`config.mk`:
```
export PLATFORM = sky130hd
export DESIGN_NAME = bju_branch_unit
export DESIGN_NICKNAME = d
export VERILOG_FILES = /design/src/logic/bju_pkg.sv /design/src/logic/bju_cond_if.sv /design/src/logic/bju_cond_eval.sv /design/src/logic/bju_branch_unit.sv
export SDC_FILE = /design/constraint.sdc
export NUM_CORES = 1
export LEC_CHECK = 0
export BUFFER_PORTS_ARGS = -buffer_cell sky130_fd_sc_hd__clkbuf_2
export CORE_MARGIN = 3
export CORE_UTILIZATION = 45
export CTS_BUF_LIST = sky130_fd_sc_hd__clkbuf_8
export DETAILED_ROUTE_END_ITERATION = 7
export GPL_TIMING_DRIVEN = 0
export PLACE_DENSITY = 0.77
export SLEW_MARGIN = 5
export SYNTH_ARGS = -nofsm -noshare
export SYNTH_HDL_FRONTEND = slang
export SYNTH_HIERARCHICAL = 1
export SYNTH_SLANG_ARGS = --single-unit
export TNS_END_PERCENT = 20
```
`constraint.sdc`:
```
create_clock -name clk -period 10.6 [get_ports clk]
set_input_delay 3.18 -clock clk [delete_from_list [all_inputs] [get_ports clk]]
set_output_delay 3.18 -clock clk [all_outputs]
set_load 0.005 [all_outputs]
```
`src/logic/bju_pkg.sv`:
```
// Function
// RULE1 - Jumps and branches act after one delay slot
// RULE2 - Implicit links write return address to r31
// RULE3 - Absolute target: PC upper bits, field shifted two
// RULE4 - Absolute link jump stores after-slot address in r31
// RULE5 - Exchange jump links and inverts ISA mode
// RULE6 - Register jump goes to source_reg_a address
// RULE7 - Register link jump writes dest_reg with link
// RULE8 - Branch target: slot address plus shifted offset
// RULE9 - Target formed over two stages, fetched at alu
// RULE10 - False likely branch nullifies its delay slot
// RULE11 - Plain branches always execute the delay slot
// RULE12 - Equal and not-equal register comparisons
// RULE13 - Signed nonpositive and positive tests
// RULE14 - Signed negative and nonnegative tests
// RULE15 - Sign-test links always write r31
// RULE16 - Coprocessor flag branches use 32-bit target
// RULE17 - Likely compare branches discard slot when untaken
// RULE18 - Likely sign-link branches link always, discard
// RULE19 - Likely coprocessor branches discard slot when untaken
// RULE20 - Link value is own address plus eight
// RULE21 - Compressed set enable latched from pin at reset
//
// Purpose: Shared constants, op codes and state layout.
// Assumes: One clock, async active-low reset.
// Notes: Decode of raw encodings happens upstream.
package bju_pkg;

  // ----------------------------------------------------------------
  // Constants
  // ----------------------------------------------------------------
  localparam logic [4:0] BJU_LINK_REG = 5'h1f;
  localparam logic [63:0] BJU_SLOT_OFS = 64'h0000_0000_0000_0004;
  localparam logic [63:0] BJU_LINK_OFS = 64'h0000_0000_0000_0008;
  localparam logic [1:0] BJU_INIT_CAPTURE = 2'h2;
  localparam logic [1:0] BJU_INIT_DONE = 2'h3;

  // ----------------------------------------------------------------
  // Operations delivered by decode
  // ----------------------------------------------------------------
  typedef enum logic [4:0] {
    BJU_OP_NONE, BJU_OP_ABS_GOTO, BJU_OP_ABS_GOTO_WITH_LINK,
    BJU_OP_ABS_GOTO_LINK_ISA_TOGGLE, BJU_OP_REG_GOTO, BJU_OP_REG_GOTO_LINK,
    BJU_OP_BR_IF_SAME, BJU_OP_BR_IF_DIFFER, BJU_OP_BR_IF_NONPOSITIVE,
    BJU_OP_BR_IF_POSITIVE, BJU_OP_BR_IF_NEGATIVE, BJU_OP_BR_IF_NONNEGATIVE,
    BJU_OP_BR_IF_NEGATIVE_LINK, BJU_OP_BR_IF_NONNEGATIVE_LINK,
    BJU_OP_BR_IF_COP_FLAG_SET, BJU_OP_BR_IF_COP_FLAG_CLEAR,
    BJU_OP_BR_IF_SAME_LIKELY, BJU_OP_BR_IF_DIFFER_LIKELY,
    BJU_OP_BR_IF_NONPOSITIVE_LIKELY, BJU_OP_BR_IF_POSITIVE_LIKELY,
    BJU_OP_BR_IF_NEGATIVE_LIKELY, BJU_OP_BR_IF_NONNEGATIVE_LIKELY,
    BJU_OP_BR_IF_NEGATIVE_LINK_LIKELY, BJU_OP_BR_IF_NONNEGATIVE_LINK_LIKELY,
    BJU_OP_BR_IF_COP_FLAG_SET_LIKELY, BJU_OP_BR_IF_COP_FLAG_CLEAR_LIKELY
  } bju_op_e;

  // ----------------------------------------------------------------
  // State of the unit
  // ----------------------------------------------------------------
  typedef struct packed {
    logic rf_v;
    bju_op_e rf_op;
    logic rf_m64;
    logic [63:0] rf_slot;
    logic [63:0] rf_link;
    logic [63:0] rf_abs;
    logic [63:0] rf_reg;
    logic [63:0] rf_ofs;
    logic [4:0] rf_dest;
    logic rf_eq;
    logic rf_zero;
    logic rf_neg;
    logic rf_cop;
    logic redir_v;
    logic [63:0] redir_pc;
    logic link_we;
    logic [4:0] link_reg;
    logic [63:0] link_val;
    logic slot_null;
    logic isa_mode;
    logic c16_en;
    logic sync1;
    logic sync2;
    logic [1:0] init_cnt;
  } bju_state_s;

  // ----------------------------------------------------------------
  // Op classification
  // ----------------------------------------------------------------
  function automatic logic bju_is_jump(input bju_op_e op);
    return op inside {BJU_OP_ABS_GOTO, BJU_OP_ABS_GOTO_WITH_LINK,
      BJU_OP_ABS_GOTO_LINK_ISA_TOGGLE, BJU_OP_REG_GOTO,
      BJU_OP_REG_GOTO_LINK};
  endfunction

  function automatic logic bju_is_likely(input bju_op_e op);
    return op >= BJU_OP_BR_IF_SAME_LIKELY;
  endfunction

  function automatic logic bju_is_cop(input bju_op_e op);
    return op inside {BJU_OP_BR_IF_COP_FLAG_SET, BJU_OP_BR_IF_COP_FLAG_CLEAR,
      BJU_OP_BR_IF_COP_FLAG_SET_LIKELY, BJU_OP_BR_IF_COP_FLAG_CLEAR_LIKELY};
  endfunction

  // Ops that write a link register
  function automatic logic bju_links(input bju_op_e op);
    return op inside {BJU_OP_ABS_GOTO_WITH_LINK,
      BJU_OP_ABS_GOTO_LINK_ISA_TOGGLE, BJU_OP_REG_GOTO_LINK,
      BJU_OP_BR_IF_NEGATIVE_LINK, BJU_OP_BR_IF_NONNEGATIVE_LINK,
      BJU_OP_BR_IF_NEGATIVE_LINK_LIKELY,
      BJU_OP_BR_IF_NONNEGATIVE_LINK_LIKELY};
  endfunction

  function automatic logic [63:0] bju_sext32(input logic [63:0] v);
    return {{32{v[31]}}, v[31:0]};
  endfunction

endpackage : bju_pkg

```
`src/logic/bju_cond_if.sv`:
```
// Purpose: Carries operand values and comparison flags.
// Assumes: Purely combinational between two modules.
// Notes: No clock; the owner registers the flags.
interface bju_cond_if;
  logic [63:0] a_val;
  logic [63:0] b_val;
  logic m64;
  logic eq;
  logic zero;
  logic neg;

  modport eval (input a_val, input b_val, input m64,
    output eq, output zero, output neg);
  modport user (output a_val, output b_val, output m64,
    input eq, input zero, input neg);
endinterface : bju_cond_if

```
`src/logic/bju_cond_eval.sv`:
```
// Purpose: Equality and sign flags of the branch operands.
// Assumes: Operands come from the register read port.
// Notes: In 32-bit mode only the low word is looked at.
module bju_cond_eval
  import bju_pkg::*;
(
  bju_cond_if.eval cif
);

  // ----------------------------------------------------------------
  // Flag evaluation
  // ----------------------------------------------------------------
  // Narrow mode ignores the upper word, which may hold stale bits
  always_comb begin
    if (cif.m64) begin
      cif.eq = (cif.a_val == cif.b_val); // RULE12
      cif.zero = (cif.a_val == 64'h0000_0000_0000_0000);
      cif.neg = cif.a_val[63]; // RULE14
    end else begin
      cif.eq = (cif.a_val[31:0] == cif.b_val[31:0]); // RULE12
      cif.zero = (cif.a_val[31:0] == 32'h0000_0000);
      cif.neg = cif.a_val[31]; // RULE14
    end
  end

endmodule // bju_cond_eval

```
`src/logic/bju_branch_unit.sv`:
```
// Purpose: Resolves jumps and branches, drives fetch redirect and link.
// Assumes: Decode presents one op per enabled cycle in operand read.
// Notes: Redirect appears two enabled cycles after the op enters operand read.
module bju_branch_unit
  import bju_pkg::*;
(
  input wire logic clk,
  input wire logic rst_n,
  input wire logic en,
  input wire logic compressed_isa_enable_pin,
  input wire logic mode64,
  input wire logic op_valid,
  input wire bju_op_e op_code,
  input wire logic [63:0] op_pc,
  input wire logic [25:0] target26,
  input wire logic [15:0] offset16,
  input wire logic [4:0] dest_reg,
  input wire logic [63:0] src_a_val,
  input wire logic [63:0] src_b_val,
  input wire logic cop0_cond,
  output logic redirect_valid,
  output logic [63:0] redirect_pc,
  output logic link_we,
  output logic [4:0] link_reg,
  output logic [63:0] link_value,
  output logic slot_nullify,
  output logic isa_mode,
  output logic compressed_isa_enabled
);

  // ----------------------------------------------------------------
  // State and carrier
  // ----------------------------------------------------------------
  bju_state_s st_q;
  bju_state_s st_d;
  logic taken;
  logic [63:0] br_tgt;
  logic [63:0] cop_tgt;
  logic [63:0] jmp_tgt;
  logic [31:0] cop_sum;

  bju_cond_if cif ();

  // Operands go straight to the comparator during operand read
  assign cif.a_val = src_a_val;
  assign cif.b_val = src_b_val;
  assign cif.m64 = mode64;

  bju_cond_eval u_cond (
    .cif(cif)
  );

  // ----------------------------------------------------------------
  // Branch condition of the op in the alu stage
  // ----------------------------------------------------------------
  // Likely forms share the test of their plain forms
  always_comb begin
    taken = 1'b0;
    case (st_q.rf_op)
      BJU_OP_BR_IF_SAME,
      BJU_OP_BR_IF_SAME_LIKELY: taken = st_q.rf_eq; // RULE12 RULE17
      BJU_OP_BR_IF_DIFFER,
      BJU_OP_BR_IF_DIFFER_LIKELY: taken = !st_q.rf_eq; // RULE12 RULE17
      BJU_OP_BR_IF_NONPOSITIVE,
      BJU_OP_BR_IF_NONPOSITIVE_LIKELY: begin
        taken = st_q.rf_neg || st_q.rf_zero; // RULE13 RULE17
      end
      BJU_OP_BR_IF_POSITIVE,
      BJU_OP_BR_IF_POSITIVE_LIKELY: begin
        taken = !st_q.rf_neg && !st_q.rf_zero; // RULE13 RULE17
      end
      BJU_OP_BR_IF_NEGATIVE,
      BJU_OP_BR_IF_NEGATIVE_LIKELY,
      BJU_OP_BR_IF_NEGATIVE_LINK,
      BJU_OP_BR_IF_NEGATIVE_LINK_LIKELY: begin
        taken = st_q.rf_neg; // RULE14 RULE15 RULE18
      end
      BJU_OP_BR_IF_NONNEGATIVE,
      BJU_OP_BR_IF_NONNEGATIVE_LIKELY,
      BJU_OP_BR_IF_NONNEGATIVE_LINK,
      BJU_OP_BR_IF_NONNEGATIVE_LINK_LIKELY: begin
        taken = !st_q.rf_neg; // RULE14 RULE15 RULE18
      end
      BJU_OP_BR_IF_COP_FLAG_SET,
      BJU_OP_BR_IF_COP_FLAG_SET_LIKELY: taken = st_q.rf_cop; // RULE16 RULE19
      BJU_OP_BR_IF_COP_FLAG_CLEAR,
      BJU_OP_BR_IF_COP_FLAG_CLEAR_LIKELY: begin
        taken = !st_q.rf_cop; // RULE16 RULE19
      end
      default: taken = 1'b0;
    endcase
  end

  // ----------------------------------------------------------------
  // Target selection in the alu stage
  // ----------------------------------------------------------------
  // Second half of the target sum; the first half ran in operand read
  always_comb begin
    br_tgt = st_q.rf_slot + st_q.rf_ofs; // RULE8 RULE9
    cop_sum = st_q.rf_slot[31:0] + st_q.rf_ofs[31:0]; // RULE16 RULE19
    cop_tgt = {{32{cop_sum[31]}}, cop_sum};
    case (st_q.rf_op)
      BJU_OP_ABS_GOTO,
      BJU_OP_ABS_GOTO_WITH_LINK,
      BJU_OP_ABS_GOTO_LINK_ISA_TOGGLE: jmp_tgt = st_q.rf_abs; // RULE3
      BJU_OP_REG_GOTO,
      BJU_OP_REG_GOTO_LINK: jmp_tgt = st_q.rf_reg; // RULE6 RULE7
      default: begin
        if (bju_is_cop(st_q.rf_op)) begin
          jmp_tgt = cop_tgt;
        end else begin
          jmp_tgt = br_tgt;
        end
      end
    endcase
  end

  // ----------------------------------------------------------------
  // Next state
  // ----------------------------------------------------------------
  always_comb begin
    st_d = st_q;

    // Strap pin crossing; only the second stage is ever read
    st_d.sync1 = compressed_isa_enable_pin;
    st_d.sync2 = st_q.sync1;

    // Strap capture once the crossing holds a post-reset sample
    if (st_q.init_cnt != BJU_INIT_DONE) begin
      st_d.init_cnt = st_q.init_cnt + 2'h1;
      if (st_q.init_cnt == BJU_INIT_CAPTURE) begin
        st_d.c16_en = st_q.sync2; // RULE21
      end
    end

    // Operand read stage: first half of every target
    st_d.rf_v = op_valid;
    st_d.rf_op = op_code;
    st_d.rf_m64 = mode64;
    st_d.rf_slot = op_pc + BJU_SLOT_OFS; // RULE8 RULE9
    st_d.rf_link = op_pc + BJU_LINK_OFS; // RULE20
    st_d.rf_abs = {op_pc[63:28], target26, 2'b00}; // RULE3
    st_d.rf_reg = src_a_val; // RULE6
    st_d.rf_ofs = {{46{offset16[15]}}, offset16, 2'b00}; // RULE8
    st_d.rf_dest = dest_reg;
    st_d.rf_eq = cif.eq;
    st_d.rf_zero = cif.zero;
    st_d.rf_neg = cif.neg;
    st_d.rf_cop = cop0_cond;

    // Alu stage: fetch redirect after the slot already in flight
    st_d.redir_v = st_q.rf_v && (bju_is_jump(st_q.rf_op) || taken); // RULE1
    if (st_q.rf_m64) begin
      st_d.redir_pc = jmp_tgt;
      st_d.link_val = st_q.rf_link; // RULE20
    end else begin
      st_d.redir_pc = bju_sext32(jmp_tgt);
      st_d.link_val = bju_sext32(st_q.rf_link); // RULE20
    end

    // Link written whether the branch is taken or not
    st_d.link_we = st_q.rf_v && bju_links(st_q.rf_op); // RULE2 RULE4 RULE15
    if (st_q.rf_op == BJU_OP_REG_GOTO_LINK) begin
      st_d.link_reg = st_q.rf_dest; // RULE7
    end else begin
      st_d.link_reg = BJU_LINK_REG; // RULE2 RULE18
    end

    // Plain forms keep the slot; failing likely forms kill it
    st_d.slot_null = st_q.rf_v && bju_is_likely(st_q.rf_op)
      && !taken; // RULE10 RULE11 RULE17 RULE18 RULE19

    // Mode flip is refused while the compressed set is disabled
    if (st_q.rf_v && st_q.rf_op == BJU_OP_ABS_GOTO_LINK_ISA_TOGGLE
        && st_q.c16_en) begin
      st_d.isa_mode = !st_q.isa_mode; // RULE5 RULE21
    end
  end

  // ----------------------------------------------------------------
  // State register
  // ----------------------------------------------------------------
  // Enable low freezes the pipeline, strap crossing included
  always_ff @(posedge clk or negedge rst_n) begin
    if (!rst_n) begin
      st_q <= '0;
    end else if (en) begin
      st_q <= st_d;
    end
  end

  // ----------------------------------------------------------------
  // Outputs
  // ----------------------------------------------------------------
  assign redirect_valid = st_q.redir_v;
  assign redirect_pc = st_q.redir_pc;
  assign link_we = st_q.link_we;
  assign link_reg = st_q.link_reg;
  assign link_value = st_q.link_val;
  assign slot_nullify = st_q.slot_null;
  assign isa_mode = st_q.isa_mode;
  assign compressed_isa_enabled = st_q.c16_en;
endmodule // bju_branch_unit

```
==> out/summary.txt <==
Outcome - finished clean
Yosys reg bits - 426
Max-cap check violation count - 0
Most frequent cells in the layout - dfrtp_1, clkbuf_2, nor2_1
Final WL - 89700 um
Filler cell count - 4889
Die width - 240 um
Worst VDD drop - 0.0893 mV
Total GRT Usage - 30.5%
Post-placement worst setup slack - 4.11 ns
Commonest non-fill, non-tap cell in the layout - dfrtp_1
Placer Congestion - 1.00
Initial antenna violation count - 12
Hold Crit Class - flop to flop
Met2 GRT Util - 46.9%
WL/cell - 23.6 um
CTS buffer count - 75
Fin crit period - 5.92 ns
Hold-fix buffers at CTS - 0
CTS tree - yes
Worst hold slack - 0.486 ns
Final #Nets - 3351
Routed vias - 22.3k
Setup Skew - 0.0334 ns
Die Ht - 240 um
Main synth FF type - dfrtp_1
Die footprint - 0.0577 mm2
Post-CTS setup buffer count - 0
Headroom to the max-slew limit - 9.14%
FF/Latch Area - 0.0107 mm2
CP peak stage delay - 0.64 ns
# port buffers - 365
Slowest CP cell - nor3_1
Syn_nets - 2904
Clk Latency, worst-skew pair - 0.67 ns
Vias per Instance - 5.88
Largest net degree at the start of global routing - 106
Fin. max-slew vios - 0
Number of global-route vias before repair - 21.6k
Core Area - 0.0540 mm2
Post-synth EDFFs - 0
PwrDens - 183 mW/mm2
Standard-cell rows - 85
WP data required - 11.11 ns
DP HPWL - 69200 um
Grt total ovfl - 0
Root Buffer - clkbuf_8
Area Overhead vs Synth - 18.3%
Post-synthesis sequential area ratio - 43.2%
H-tree levels - 3
Cells after Synth - 2587
Yosys Warn Count - 6
Total power - 5.33 mW
Met3 usage - 8.16%
DRC violations left - 0
Clk slew on worst S/H paths - 0.06 ns
Share of cells above drive strength 1 - 27.9%
Critical path type - input pin to flop
Final Cycle Share - 55.9%
Met1 Usage GRT - 39.9%
Reg with most FFs - st_q
Critical path arrival - 6.44 ns
Drt initial violations - 2240
F_max - 169 MHz
Starting Density - 45.7%
Clock sinks - 426
I/O pin count - 389
Final setup violating endpoints - 0
Post-Syn Area per Cell - 9.54 um2
Detail Route Antenna Nets - 0
Cell area after synthesis - 0.0247 mm2
Worst-case clock buffer depth - 3
First-pass GRT wire length - 133000 um
Max FFs per register - 287
CP Cell Sequence - clkbuf_2 -> ha_1 -> nand3_2 -> nor4_4 -> nand4_1 -> nor3_1 -> nor3b_2 -> nand2_1 -> nor2_1 -> xnor2_1 -> a21oi_1
Ys async rst share - 100%
Most Crowded Layer GR - met2
PostCTS Resize Cnt - 0
Drt pass-1 iters - 6
Footprint of the multi-input gates - 0.0123 mm2
Startpoint types - input pin
Critical path fanouts, max - 5
RSZ-0062 raised after global routing - no
Final hold vios - 0
Cell variety after synth - 73
Slew @ Worst Pin - 1.36 ns
Leak pwr - 12.5 nW
Final worst setup slack - 4.68 ns
Critical Path Sink Type - flop
[Yosys cell counts (11+ instances only)]
cell type / number / area, um2
a21oi_1: 304 / 1520
clkbuf_1: 133 / 499
nand2_1: 159 / 597
nand3_1: 49 / 245
o21bai_1: 11 / 82.6
o21a_1: 15 / 113
nand4_1: 63 / 394
a21o_1: 24 / 180
nor2_1: 310 / 1160
xnor2_1: 119 / 1040
ha_1: 65 / 813
xor2_1: 119 / 1040
a22oi_1: 26 / 195
nor3_1: 33 / 165
o21ai_0: 79 / 395
dfrtp_1: 426 / 10700
buf_2: 12 / 60.1
buf_4: 134 / 1010
a31oi_1: 29 / 181
a221oi_1: 25 / 219
mux2_2: 198 / 2230
nor4_1: 36 / 225
and3_1: 25 / 156
inv_1: 23 / 86.3
a222oi_1: 11 / 110
[worst paths after layout]
| path | endpoint | slack [ns] | from | cells past startpoint |
|---|---|---|---|---|
| max | st_q[470]$_DFFE_PN0P_ | 4.68 | op_pc[3] | 11 |
| min in group asynchronous | st_q[146]$_DFFE_PN0P_ | 2.50 | rst_n | 1 |
| min | isa_mode$_DFFE_PN0P_ | 0.49 | isa_mode$_DFFE_PN0P_ | 1 |
| max reg2reg | redirect_pc[35]$_DFFE_PN0P_ | 6.30 | st_q[168]$_DFFE_PN0P_ | 12 |
| min reg2reg | isa_mode$_DFFE_PN0P_ | 0.49 | isa_mode$_DFFE_PN0P_ | 1 |
| max in group asynchronous | st_q[373]$_DFFE_PN0P_ | 7.18 | rst_n | 2 |
[logic make-up after synthesis]
family,share of synthesized area (%)
muxes,9.28
AOI/OAI and AO/OA,14.6
adders and majority gates,3.38
and+or+nand+nor,14.1
buffers and inverters,7.01
xor gates and xnor gates,8.45
DFF,43.2
[critical path, delay by kind of cell]
kind | cells | cell delay, ns
buffers and inverters | 1 | 0.19
AND/OR/NAND/NOR | 7 | 2.53
adder cells (fa/ha/maj) | 1 | 0.29
XOR/XNOR | 1 | 0.14
AO/OA/AOI/OAI | 1 | 0.09
[cell type report]
class / count / share of cell area, %
diodes: 5 / 0.0429
plain buffers: 297 / 5.63
clock buffers: 94 / 4.43
clock inverters: 40 / 1.29
inverters: 23 / 0.296
multi-input cells: 1841 / 42.1
flip-flops and latches: 426 / 36.5
well taps: 696 / 2.98
repair buffers: 370 / 6.73
[report_power, final]
part           switching, mW  internal, mW
combinational          0.868         0.697
sequential             0.193          1.87
clock                  0.735         0.975
total                   1.80          3.54
[layer usage]
metal	vias to the layer above	routed length [um]
met4	14	4590
met2	1186	40300
met1	10900	36000
met5	-	89
li1	9972	-
met3	241	8750
[metrics by stage]
stage,std cells,setup TNS [ns],util (%),area (um2)
3_3_place_gp,3648,-1372.27,50.7,27400
3_5_place_dp,3653,0,50.9,27500
6_report,3792,0,54.0,29200
2_1_floorplan,2587,0,-,24700
4_1_cts,3787,0,54.0,29200
5_1_grt,3790,0,54.0,29200
Power figures use the tool's default switching activity.
